### src/hdl/fwd_ctrl_cfg.svh
`ifndef FWD_CTRL_CFG_SVH
`define FWD_CTRL_CFG_SVH
// ----------------------------------------
// Register offsets
// ----------------------------------------
`define OFS_MAC_FIRST 8'h68
`define OFS_MAC_LAST  8'h6D
`define OFS_UCAST     8'h83
`define OFS_MCAST     8'h84
`define OFS_VID       8'h85
`define OFS_IPMC      8'h86
// ----------------------------------------
// Field positions and reset values
// ----------------------------------------
`define POS_EN        5
`define POS_SELF      6
`define POS_DRV       6
`define POS_MCAST_BIT 40
`define RST_MAP       5'h00
`define RST_EN        1'h0
`define RST_DRV       2'h1
`define RST_MAC       8'h00
`endif

### src/hdl/fwd_ctrl_pkg.sv
package fwd_ctrl_pkg;
  typedef enum logic [2:0] {
    cls_known,
    cls_ucast,
    cls_mcast,
    cls_ipmcast,
    cls_vid
  } class_type;

  typedef struct packed {
    logic       en;
    logic [4:0] map;
  } class_cfg_type;
endpackage : fwd_ctrl_pkg

### src/hdl/fwd_cfg_if.sv
`timescale 1ns/1ps
`default_nettype none
interface fwd_cfg_if;
  import fwd_ctrl_pkg::*;
  class_cfg_type ucast;
  class_cfg_type mcast;
  class_cfg_type vid;
  class_cfg_type ipmc;

  modport source (
    output ucast,
    output mcast,
    output vid,
    output ipmc
  );
  modport sink (
    input ucast,
    input mcast,
    input vid,
    input ipmc
  );
endinterface : fwd_cfg_if
`default_nettype wire

### src/hdl/unknown_class_resolver.sv
`timescale 1ns/1ps
`default_nettype none
`include "fwd_ctrl_cfg.svh"
module unknown_class_resolver (
  fwd_cfg_if.sink                  cfg,
  input  wire logic [47:0]         da_i,
  input  wire logic                da_hit_i,
  input  wire logic                vid_hit_i,
  input  wire logic                ip_mcast_i,
  output fwd_ctrl_pkg::class_type  cls_o,
  output logic                     override_o,
  output logic                     drop_o,
  output logic [3:0]               ports_o
);
  import fwd_ctrl_pkg::*;

  // ----------------------------------------
  // Port map decode
  // ----------------------------------------
  // Bit 0 is ignored, so the reserved 00001 also filters
  function automatic logic [3:0] map_ports(input logic [4:0] m);
    map_ports = m[4:1];
  endfunction : map_ports

  function automatic logic map_filter(input logic [4:0] m);
    map_filter = (map_ports(m) == 4'h0);
  endfunction : map_filter

  // ----------------------------------------
  // Classification
  // ----------------------------------------
  // A VLAN miss outranks a destination miss
  wire logic da_mcast = da_i[`POS_MCAST_BIT];
  wire class_type cls_w =
    !vid_hit_i ? cls_vid :
    da_hit_i   ? cls_known :
    ip_mcast_i ? cls_ipmcast :
    da_mcast   ? cls_mcast :
                 cls_ucast;

  wire class_cfg_type sel_w =
    (cls_w == cls_vid)     ? cfg.vid :
    (cls_w == cls_ipmcast) ? cfg.ipmc :
    (cls_w == cls_mcast)   ? cfg.mcast :
    (cls_w == cls_ucast)   ? cfg.ucast :
                             '0;

  assign cls_o      = cls_w;
  assign override_o = sel_w.en;
  assign drop_o     = sel_w.en && map_filter(sel_w.map);
  assign ports_o    = sel_w.en ? map_ports(sel_w.map) : 4'h0;
endmodule : unknown_class_resolver
`default_nettype wire

### src/hdl/unknown_dest_forward_control.sv
// Behaviour
// - Unknown unicast enable on: unicast misses follow their port map
// - Unknown unicast map of zero filters those frames
// - Port maps ignore bit 0; bits 4:1 pick ports 4..1, all ones floods
// - Unknown multicast map covers non-IP multicast misses only
// - Unknown multicast map of zero filters; 00001 is reserved
// - Unknown VID enable on: VLAN misses follow their port map
// - Unknown VID map of zero filters those frames
// - Unknown IP multicast enable on: IP multicast misses follow map
// - Unknown IP multicast map of zero filters those frames
// - Self filter on: frames to the own MAC address are dropped
// - Self filter acts at egress against the six own-address registers
// - Self filter off after reset: own-address frames pass
`timescale 1ns/1ps
`default_nettype none
`include "fwd_ctrl_cfg.svh"
module unknown_dest_forward_control #(
  parameter int ADDR_W = 8,
  parameter int DATA_W = 8
) (
  input  wire logic                clk_i,
  input  wire logic                resetn_i,
  input  wire logic [ADDR_W-1:0]   addr_i,
  input  wire logic [DATA_W-1:0]   wr_data_i,
  input  wire logic                wr_i,
  input  wire logic                rd_i,
  output logic [DATA_W-1:0]        rd_data_o,
  input  wire logic                frm_valid_i,
  input  wire logic [47:0]         frm_da_i,
  input  wire logic                frm_da_hit_i,
  input  wire logic                frm_vid_hit_i,
  input  wire logic                frm_ip_mcast_i,
  output logic                     dec_valid_o,
  output fwd_ctrl_pkg::class_type  dec_class_o,
  output logic                     dec_override_o,
  output logic                     dec_drop_o,
  output logic [3:0]               dec_ports_o,
  input  wire logic                egr_valid_i,
  input  wire logic [47:0]         egr_da_i,
  output logic                     egr_done_o,
  output logic                     egr_drop_o,
  output logic [1:0]               drive_sel_o
);
  import fwd_ctrl_pkg::*;

  if (ADDR_W != 8 || DATA_W != 8) begin : g_check
    $error("Register port must be 8 bit address and 8 bit data");
  end

  // ----------------------------------------
  // Address decode
  // ----------------------------------------
  wire logic hit_ucast = (addr_i == `OFS_UCAST);
  wire logic hit_mcast = (addr_i == `OFS_MCAST);
  wire logic hit_vid   = (addr_i == `OFS_VID);
  wire logic hit_ipmc  = (addr_i == `OFS_IPMC);
  wire logic hit_mac   = (addr_i >= `OFS_MAC_FIRST) &&
                         (addr_i <= `OFS_MAC_LAST);
  wire logic [2:0] mac_idx = 3'(addr_i - `OFS_MAC_FIRST);

  // ----------------------------------------
  // Configuration registers
  // ----------------------------------------
  class_cfg_type ucast_q;
  class_cfg_type mcast_q;
  class_cfg_type vid_q;
  class_cfg_type ipmc_q;
  logic          self_q;
  logic [1:0]    drv_q;
  logic [7:0]    mac_q [0:5];
  logic [47:0]   mac_w;

  wire class_cfg_type wr_cfg = {wr_data_i[`POS_EN], wr_data_i[4:0]};
  localparam class_cfg_type CFG_RST = {`RST_EN, `RST_MAP};

  always_ff @(posedge clk_i) begin
    if (!resetn_i) begin
      ucast_q <= CFG_RST;
      mcast_q <= CFG_RST;
      vid_q   <= CFG_RST;
      ipmc_q  <= CFG_RST;
      drv_q   <= `RST_DRV;
    end else if (wr_i) begin
      if (hit_ucast) begin
        ucast_q <= wr_cfg;
      end
      if (hit_mcast) begin
        mcast_q <= wr_cfg;
        drv_q   <= wr_data_i[`POS_DRV +: 2];
      end
      if (hit_vid) begin
        vid_q <= wr_cfg;
      end
      if (hit_ipmc) begin
        ipmc_q <= wr_cfg;
      end
    end
  end

  // Self filter stays off until software turns it on
  always_ff @(posedge clk_i) begin
    if (!resetn_i) begin
      self_q <= `RST_EN;
    end else if (wr_i && hit_ipmc) begin
      self_q <= wr_data_i[`POS_SELF];
    end
  end

  // Own address, first register holds the top byte
  for (genvar i = 0; i < 6; i++) begin : g_mac
    always_ff @(posedge clk_i) begin
      if (!resetn_i) begin
        mac_q[i] <= `RST_MAC;
      end else if (wr_i && hit_mac && mac_idx == 3'(i)) begin
        mac_q[i] <= wr_data_i;
      end
    end
    assign mac_w[47-8*i -: 8] = mac_q[i];
  end

  assign drive_sel_o = drv_q;

  // ----------------------------------------
  // Register read
  // ----------------------------------------
  // Reserved bits and unmapped offsets read as zero
  wire logic [7:0] rd_mux =
    hit_ucast ? {2'h0, ucast_q} :
    hit_mcast ? {drv_q, mcast_q} :
    hit_vid   ? {2'h0, vid_q} :
    hit_ipmc  ? {1'h0, self_q, ipmc_q} :
    hit_mac   ? mac_q[mac_idx] :
                8'h00;

  // Data stand for the one cycle after the strobe only
  always_ff @(posedge clk_i) begin
    if (!resetn_i) begin
      rd_data_o <= 8'h00;
    end else begin
      rd_data_o <= rd_i ? rd_mux : 8'h00;
    end
  end

  // ----------------------------------------
  // Unknown destination decision
  // ----------------------------------------
  fwd_cfg_if cfg_bus ();
  assign cfg_bus.ucast = ucast_q;
  assign cfg_bus.mcast = mcast_q;
  assign cfg_bus.vid   = vid_q;
  assign cfg_bus.ipmc  = ipmc_q;

  class_type  res_cls;
  logic       res_ovr;
  logic       res_drop;
  logic [3:0] res_ports;

  unknown_class_resolver u_resolver (
    .cfg        (cfg_bus.sink),
    .da_i       (frm_da_i),
    .da_hit_i   (frm_da_hit_i),
    .vid_hit_i  (frm_vid_hit_i),
    .ip_mcast_i (frm_ip_mcast_i),
    .cls_o      (res_cls),
    .override_o (res_ovr),
    .drop_o     (res_drop),
    .ports_o    (res_ports)
  );

  // One cycle of latency keeps the fabric path off the table outputs
  always_ff @(posedge clk_i) begin
    if (!resetn_i) begin
      dec_valid_o    <= 1'h0;
      dec_class_o    <= cls_known;
      dec_override_o <= 1'h0;
      dec_drop_o     <= 1'h0;
      dec_ports_o    <= 4'h0;
    end else begin
      dec_valid_o <= frm_valid_i;
      if (frm_valid_i) begin
        dec_class_o    <= res_cls;
        dec_override_o <= res_ovr;
        dec_drop_o     <= res_drop;
        dec_ports_o    <= res_ports;
      end
    end
  end

  // ----------------------------------------
  // Egress self-address filter
  // ----------------------------------------
  // All 48 address bits are compared, multicast bit included: both kinds match alike
  wire logic self_hit = self_q && (egr_da_i == mac_w);

  always_ff @(posedge clk_i) begin
    if (!resetn_i) begin
      egr_done_o <= 1'h0;
      egr_drop_o <= 1'h0;
    end else begin
      egr_done_o <= egr_valid_i;
      egr_drop_o <= egr_valid_i && self_hit;
    end
  end

  wire logic da_miss = frm_vid_hit_i && !frm_da_hit_i;
  wire logic is_uc   = da_miss && !frm_ip_mcast_i &&
                       !frm_da_i[`POS_MCAST_BIT];
  wire logic is_mc   = da_miss && !frm_ip_mcast_i &&
                       frm_da_i[`POS_MCAST_BIT];
  wire logic is_ipmc = da_miss && frm_ip_mcast_i;
endmodule : unknown_dest_forward_control
`default_nettype wire

### config.mk
export PLATFORM = sky130hd
export DESIGN_NAME = unknown_dest_forward_control
export DESIGN_NICKNAME = d
export VERILOG_FILES = /design/src/hdl/fwd_ctrl_pkg.sv /design/src/hdl/fwd_cfg_if.sv /design/src/hdl/unknown_class_resolver.sv /design/src/hdl/unknown_dest_forward_control.sv
export VERILOG_INCLUDE_DIRS = /design/src /design/src/hdl
export SDC_FILE = /design/constraint.sdc
export NUM_CORES = 1
export LEC_CHECK = 0
export ABC_AREA = 1
export BUFFER_PORTS_ARGS = -buffer_cell sky130_fd_sc_hd__buf_2
export CORE_AREA = 2 2 142 144
export CTS_CLUSTER_DIAMETER = 200
export DETAILED_ROUTE_END_ITERATION = 7
export DIE_AREA = 0 0 144 146
export GPL_ROUTABILITY_DRIVEN = 0
export PLACE_DENSITY = 0.46
export SETUP_SLACK_MARGIN = 0.05
export SYNTH_ARGS = -nofsm -noshare
export SYNTH_HDL_FRONTEND = slang
export SYNTH_SLANG_ARGS = --single-unit
### constraint.sdc
create_clock -name clk_i -period 1.61 [get_ports clk_i]
set_input_delay 0 -clock clk_i [delete_from_list [all_inputs] [get_ports clk_i]]
set_output_delay 0 -clock clk_i [all_outputs]
set_load 0.005 [all_outputs]
### After elaboration in Yosys (flattened, before gate mapping)

Memories as Yosys holds them, arrays and structs flattened.
Cells that the tools add are included.

* add/subtract/negate cells: 1
* magnitude comparators: 2
* equal/unequal tests: 14
* mux-type cells: 39
* bitwise gates (word level): 8
* reduce and logical (&&, ||, !) cells: 20

Operators by type and width (count)
* $mux 8: 10
* $eq 48x48->1: 1
* $eq 8x8->1 const B: 4
* $mux 6: 5
* $mux 1: 19
* $eq 3x2->1 const B: 4
* $logic_and 1x1->1: 12
* $reduce_and 2->1: 5
* $eq 3x3->1 const B: 3
* $mux 3: 3
* $ge 8x7->1 const B: 1
* $le 8x7->1 const B: 1
* $eq 3x1->1 const B: 2
* $or 1x1->1: 6
* $logic_not 4->1: 1
* $mux 4: 1
* $logic_not 3->1: 1
* $reduce_or 3->1: 1
* $sub 3x1->3 const B: 1
* $mux 2: 1
* $not 1->1: 2

* flip-flop bits (word level): 47
* bits in writable memories: 48
* input bits: 121
* output and inout port bits: 22
* memories: 1

Memories
* mac_q: depth 6, width 8, rd ports 7, clocked after Yosys merged registers in 0, write ports 6, RTL line unknown_dest_forward_control.sv:70 `logic [7:0] mac_q [0:5];`

### Depth between registers and ports, before layout

* word-level depth: 11
* depth in mapped cells: 11
* gate-level depth less buffers: 11

### Modules after synthesis

A second synthesis with hierarchy kept.

* cells, all modules: 667
* area total of the unflattened synthesis: 5054.8 um^2

By module, submodules not included
* unknown_dest_forward_control: instances 1, cells an instance 608, area an instance 4773.3 um^2, seq. area each 2382.3 um^2
* unknown_class_resolver: instances 1, cells an instance 59, area an instance 281.5 um^2, seq. area each 0.0 um^2

### Worst setup path after synthesis

OpenSTA, ideal clock, no wires.

* path kind: input port to flip-flop
* start point: in addr_i[2]
* end point: mem mac_q[2][0] (enable)
* setup time: 384 ps
* data arrival time: 1376 ps
* data required time: 1226 ps
* slack: -150 ps
* stages: 8
* path through: buf_4 > nand2_1 > nand3_2 > inv_2 > nand2_2 > nor2_4 > inv_1 > o21ai_0

RTL lines
* start: declaration: RTL line unknown_dest_forward_control.sv:23 `input wire logic [ADDR_W-1:0] addr_i,`
* end: declaration: RTL line unknown_dest_forward_control.sv:70

### Worst setup path after layout

* start point: in frm_da_hit_i
* end point: reg dec_drop_o

* cells in the longest elaborated chain, start to end: 9
* elaborated cells on any way between the ends: 12

Ends and longest elaborated chain
* start: declaration: RTL line unknown_dest_forward_control.sv:30 `input wire logic frm_da_hit_i,`
* $mux 3 *: RTL line unknown_class_resolver.sv:36 `da_hit_i ? cls_known :`
* $mux 3 *: RTL line unknown_class_resolver.sv:35 `!vid_hit_i ? cls_vid :`
* $eq 3x1->1: RTL line unknown_class_resolver.sv:45 `(cls_w == cls_ucast) ? cfg.ucast :`
* $mux 6: RTL line unknown_class_resolver.sv:45
* $mux 6: RTL line unknown_class_resolver.sv:44 `(cls_w == cls_mcast) ? cfg.mcast :`
* $mux 6: RTL line unknown_class_resolver.sv:43 `(cls_w == cls_ipmcast) ? cfg.ipmc :`
* $mux 6 *: RTL line unknown_class_resolver.sv:42 `(cls_w == cls_vid) ? cfg.vid :`
* $logic_not 4->1: RTL line unknown_class_resolver.sv:26 `map_filter = (map_ports(m) == 4'h0);`
* $logic_and 1x1->1 *: RTL line unknown_class_resolver.sv:50 `assign drop_o = sel_w.en && map_filter(sel_w.map);`
* end signal: assignment: RTL line unknown_dest_forward_control.sv:183 `dec_drop_o <= res_drop;`
* end: declaration: RTL line unknown_dest_forward_control.sv:36 `output logic dec_drop_o,`

Every way passes the cells marked *; elsewhere a longest branch is shown, timed or not.
A chain may end at the register's enable or synchronous reset.

==> qor.yml <==
status: "completed"
num_antenna_cells: 0
yosys.area_share.simple_pct: 26.3
async_reset_ff_share_pct: 0
num_vias: 4327
fmax_mhz: 718
seq_area_frac_synth_pct: 49.6
finClkSkew_ns: 0.00507
firstDrtPassIters: 5
power_leakage_nw: 2.53
synth_edf_count: 48
clockBufferDepth: 2
nNetsFinal: 837
grt-ovfl-total: 0
slew_violations: 0
via_per_inst: 4.39
start_util_pct: 24.8
power.density_nw_per_um2: 917
synth_cell_types: 34
dp_hpwl_mm: 12.2
rr_endpoint: "rd_data_o[2]$_SDFF_PN0_"
worstMarginPinSlew_ns: 0.492
ys_warn_count: 0
rsz0062_at_grt: "no"
setup_viol: 0
fin_ws_ns: 0.217
clockRootBuffer: "clkbuf_16"
tns_ns: 0
cts_tree: "built"
dr.first_iter.drc_count: 340
finalHoldViolCount: 0
reg2reg_slack_ns: 0.25
synthAdderAreaFrac_pct: 0
ios: 143
final_util_pct: 31.7
fin_crit_ns: 1.39
syn_nets: 713
drv_cap: 0
die_w_um: 144
crit_required_ns: 1.89
irDropWorstVdd_mv: 0.496
cp-end-kind: "flop"
syn_area_per_cell_um2: 8.11
area_growth_syn_to_layout_pct: 27.7
period_share_pct: 86.5
min_to: "egr_done_o$_SDFF_PN0_"
insertion_delay_ns: 0.36
dieArea_um2: 21000
netlist_area_um2: 4800
antenna_found_initial: 0
synth_compound_area_share_pct: 11.5
grt_max_degree: 40
cts_inserted_buffers: 9
coreArea_um2: 19300
r2r_start: "mac_q[4][2]$_SDFFCE_PN0P_"
ys_seq_elements: 95
worst_setup_path_start_kind: "input port"
first_global_vias: 4278
postRouteAntennaNets: 0
wl_per_cell_um: 16.2
drc: 0
power_mw: 5.62
syn_inst: 592
htree_levels: 3
synth_xor_area_share_pct: 6.93
drive_above_1_share_pct: 21.9
die_h_um: 146
n_fill_cell: 2118
drt_wl_total_mm: 16.0
place_ws_ns: 0.153
io_buffers: 95
ys.flop_type: "edfxtp_1"
synthMuxAreaShare_pct: 0
maxSlewHeadroom_pct: 67.0
r2r_cells: 6
rows: 51
hold_start: "resetn_i"
gr-usage-all-layers_pct: 15.5
synth_top_family_by_area: "simple AND/OR/NAND/NOR gates"
clock_sinks: 95
clk_pin_slew_ns: 0.07
critPathMaxFanout: 4
whs_path_depth: 3
grt_pass1_wl_mm: 24.2
hp-class: "in2reg"
worstSetupPathType: "in2reg"
fin_hold_ws_ns: 0.00919
cp_data_arrival_time_ns: 1.68
flip-flops by register name, indices dropped and copies added (netlist names):
register	cells
egr_drop_o	1
mac_q	48
self_q	1
dec_override_o	1
rd_data_o	8
cfg_bus.ucast	6
cfg_bus.vid	6
drive_sel_o	2
cfg_bus.mcast	6
dec_drop_o	1
egr_done_o	1
dec_valid_o	1
dec_class_o	3
dec_ports_o	4
cfg_bus.ipmc	6
cell usage in the layout, fill, tap and decap left out, types with 2 or more instances in the layout:
cell type,Yosys,final
dlygate4sd3_1,0,12
edfxtp_1,48,48
o31ai_1,2,2
dfxtp_1,47,47
nor2_1,115,114
o21ai_0,27,27
o22ai_1,3,3
o211ai_1,3,3
bufinv_16,0,2
xnor2_1,35,35
nand2_4,2,2
nand2_2,4,4
nor2_4,4,4
nand4_1,16,16
clkbuf_16,0,9
nand2_1,111,111
clkinv_1,6,6
buf_2,2,95
inv_1,33,33
clkinv_2,0,2
xor2_1,3,3
o21ai_1,13,13
nor3_1,4,4
a21oi_1,53,53
inv_2,10,10
nand3_2,4,4
buf_4,6,20
nand3_1,27,27
cells in the mapped netlist (10+ instances only):
master / number / area (µm²)
nor2_1: 115 / 432
nand2_1: 111 / 417
a21oi_1: 53 / 265
edfxtp_1: 48 / 1440
dfxtp_1: 47 / 941
xnor2_1: 35 / 307
inv_1: 33 / 124
nand3_1: 27 / 135
o21ai_0: 27 / 135
nand4_1: 16 / 100
o21ai_1: 13 / 65.1
inv_2: 10 / 37.5
how the worst max path moves through the flow:
| stage | from | to | slack (ns) | depth (start not counted) |
|---|---|---|---|---|
| floorplan | addr_i[2] | mac_q[2][0]$_SDFFCE_PN0P_ | -0.15 | 8 |
| global route | frm_da_hit_i | dec_drop_o$_SDFFE_PN0P_ | 0.08 | 11 |
| CTS | frm_da_hit_i | dec_drop_o$_SDFFE_PN0P_ | 0.25 | 11 |
| detailed placement | addr_i[3] | mac_q[2][0]$_SDFFCE_PN0P_ | 0.15 | 10 |
| global placement | addr_i[6] | mac_q[2][0]$_SDFFCE_PN0P_ | 0.15 | 10 |
| finish | frm_da_hit_i | dec_drop_o$_SDFFE_PN0P_ | 0.22 | 11 |
critical path: stages:
cell and delay (ns):
dlygate4sd3_1 0.52, buf_2 0.11, inv_1 0.05, nand2_1 0.10, nor2_1 0.07, buf_4 0.14
nand2_1 0.05, nand3_1 0.10, a21oi_1 0.26, nand3_1 0.13, a21oi_1 0.14
metal layers:
metal,GRT usage [%],up-vias,part of all wire [%]
met2,25.5,134,47
met1,20.7,1966,46
met3,3.13,13,6.0
met4,3.87,0,1.3
li1,-,2214,-
met5,0,-,0
through the flow:
stage	instance area (µm²)	cells
detailed placement	5690	958
global route	6130	986
CTS	6130	986
floorplan	4800	592
finish	6130	986
global placement	5690	958
cells by family (layout without fill, tap and decap cells):
| family | after synthesis | after routing |
|---|---|---|
| AOI/OAI and AO/OA | 105 | 105 |
| xor gates and xnor gates | 38 | 38 |
| buffers and inverters | 64 | 193 |
| DFF | 95 | 95 |
| and+or+nand+nor | 290 | 290 |
power breakdown:
part | switching, mW | internal [mW]
sequential | 0.0601 | 2.61
clock | 0.984 | 1.36
combinational | 0.360 | 0.246
area by class of cell:
cell class	instances	area [µm²]	area share (%)
Sequential cell	95	2380	38.8
Multi-Input combinational cell	433	2150	35.1
Timing Repair Buffer	128	766	12.5
Tap cell	265	332	5.40
Clock buffer	9	225	3.67
Inverter	49	184	3.00
Clock inverter	7	95.1	1.55
timing repair:
item / 4_1_cts / 5_1_grt
setup endpoints to repair: 0 / 1
buffers inserted: 0 / 0
hold endpoints to repair: 15 / 0
resized for setup: 0 / 1
hold buffers: 12 / 0
Note: power is estimated with default switching activity, not from simulation.
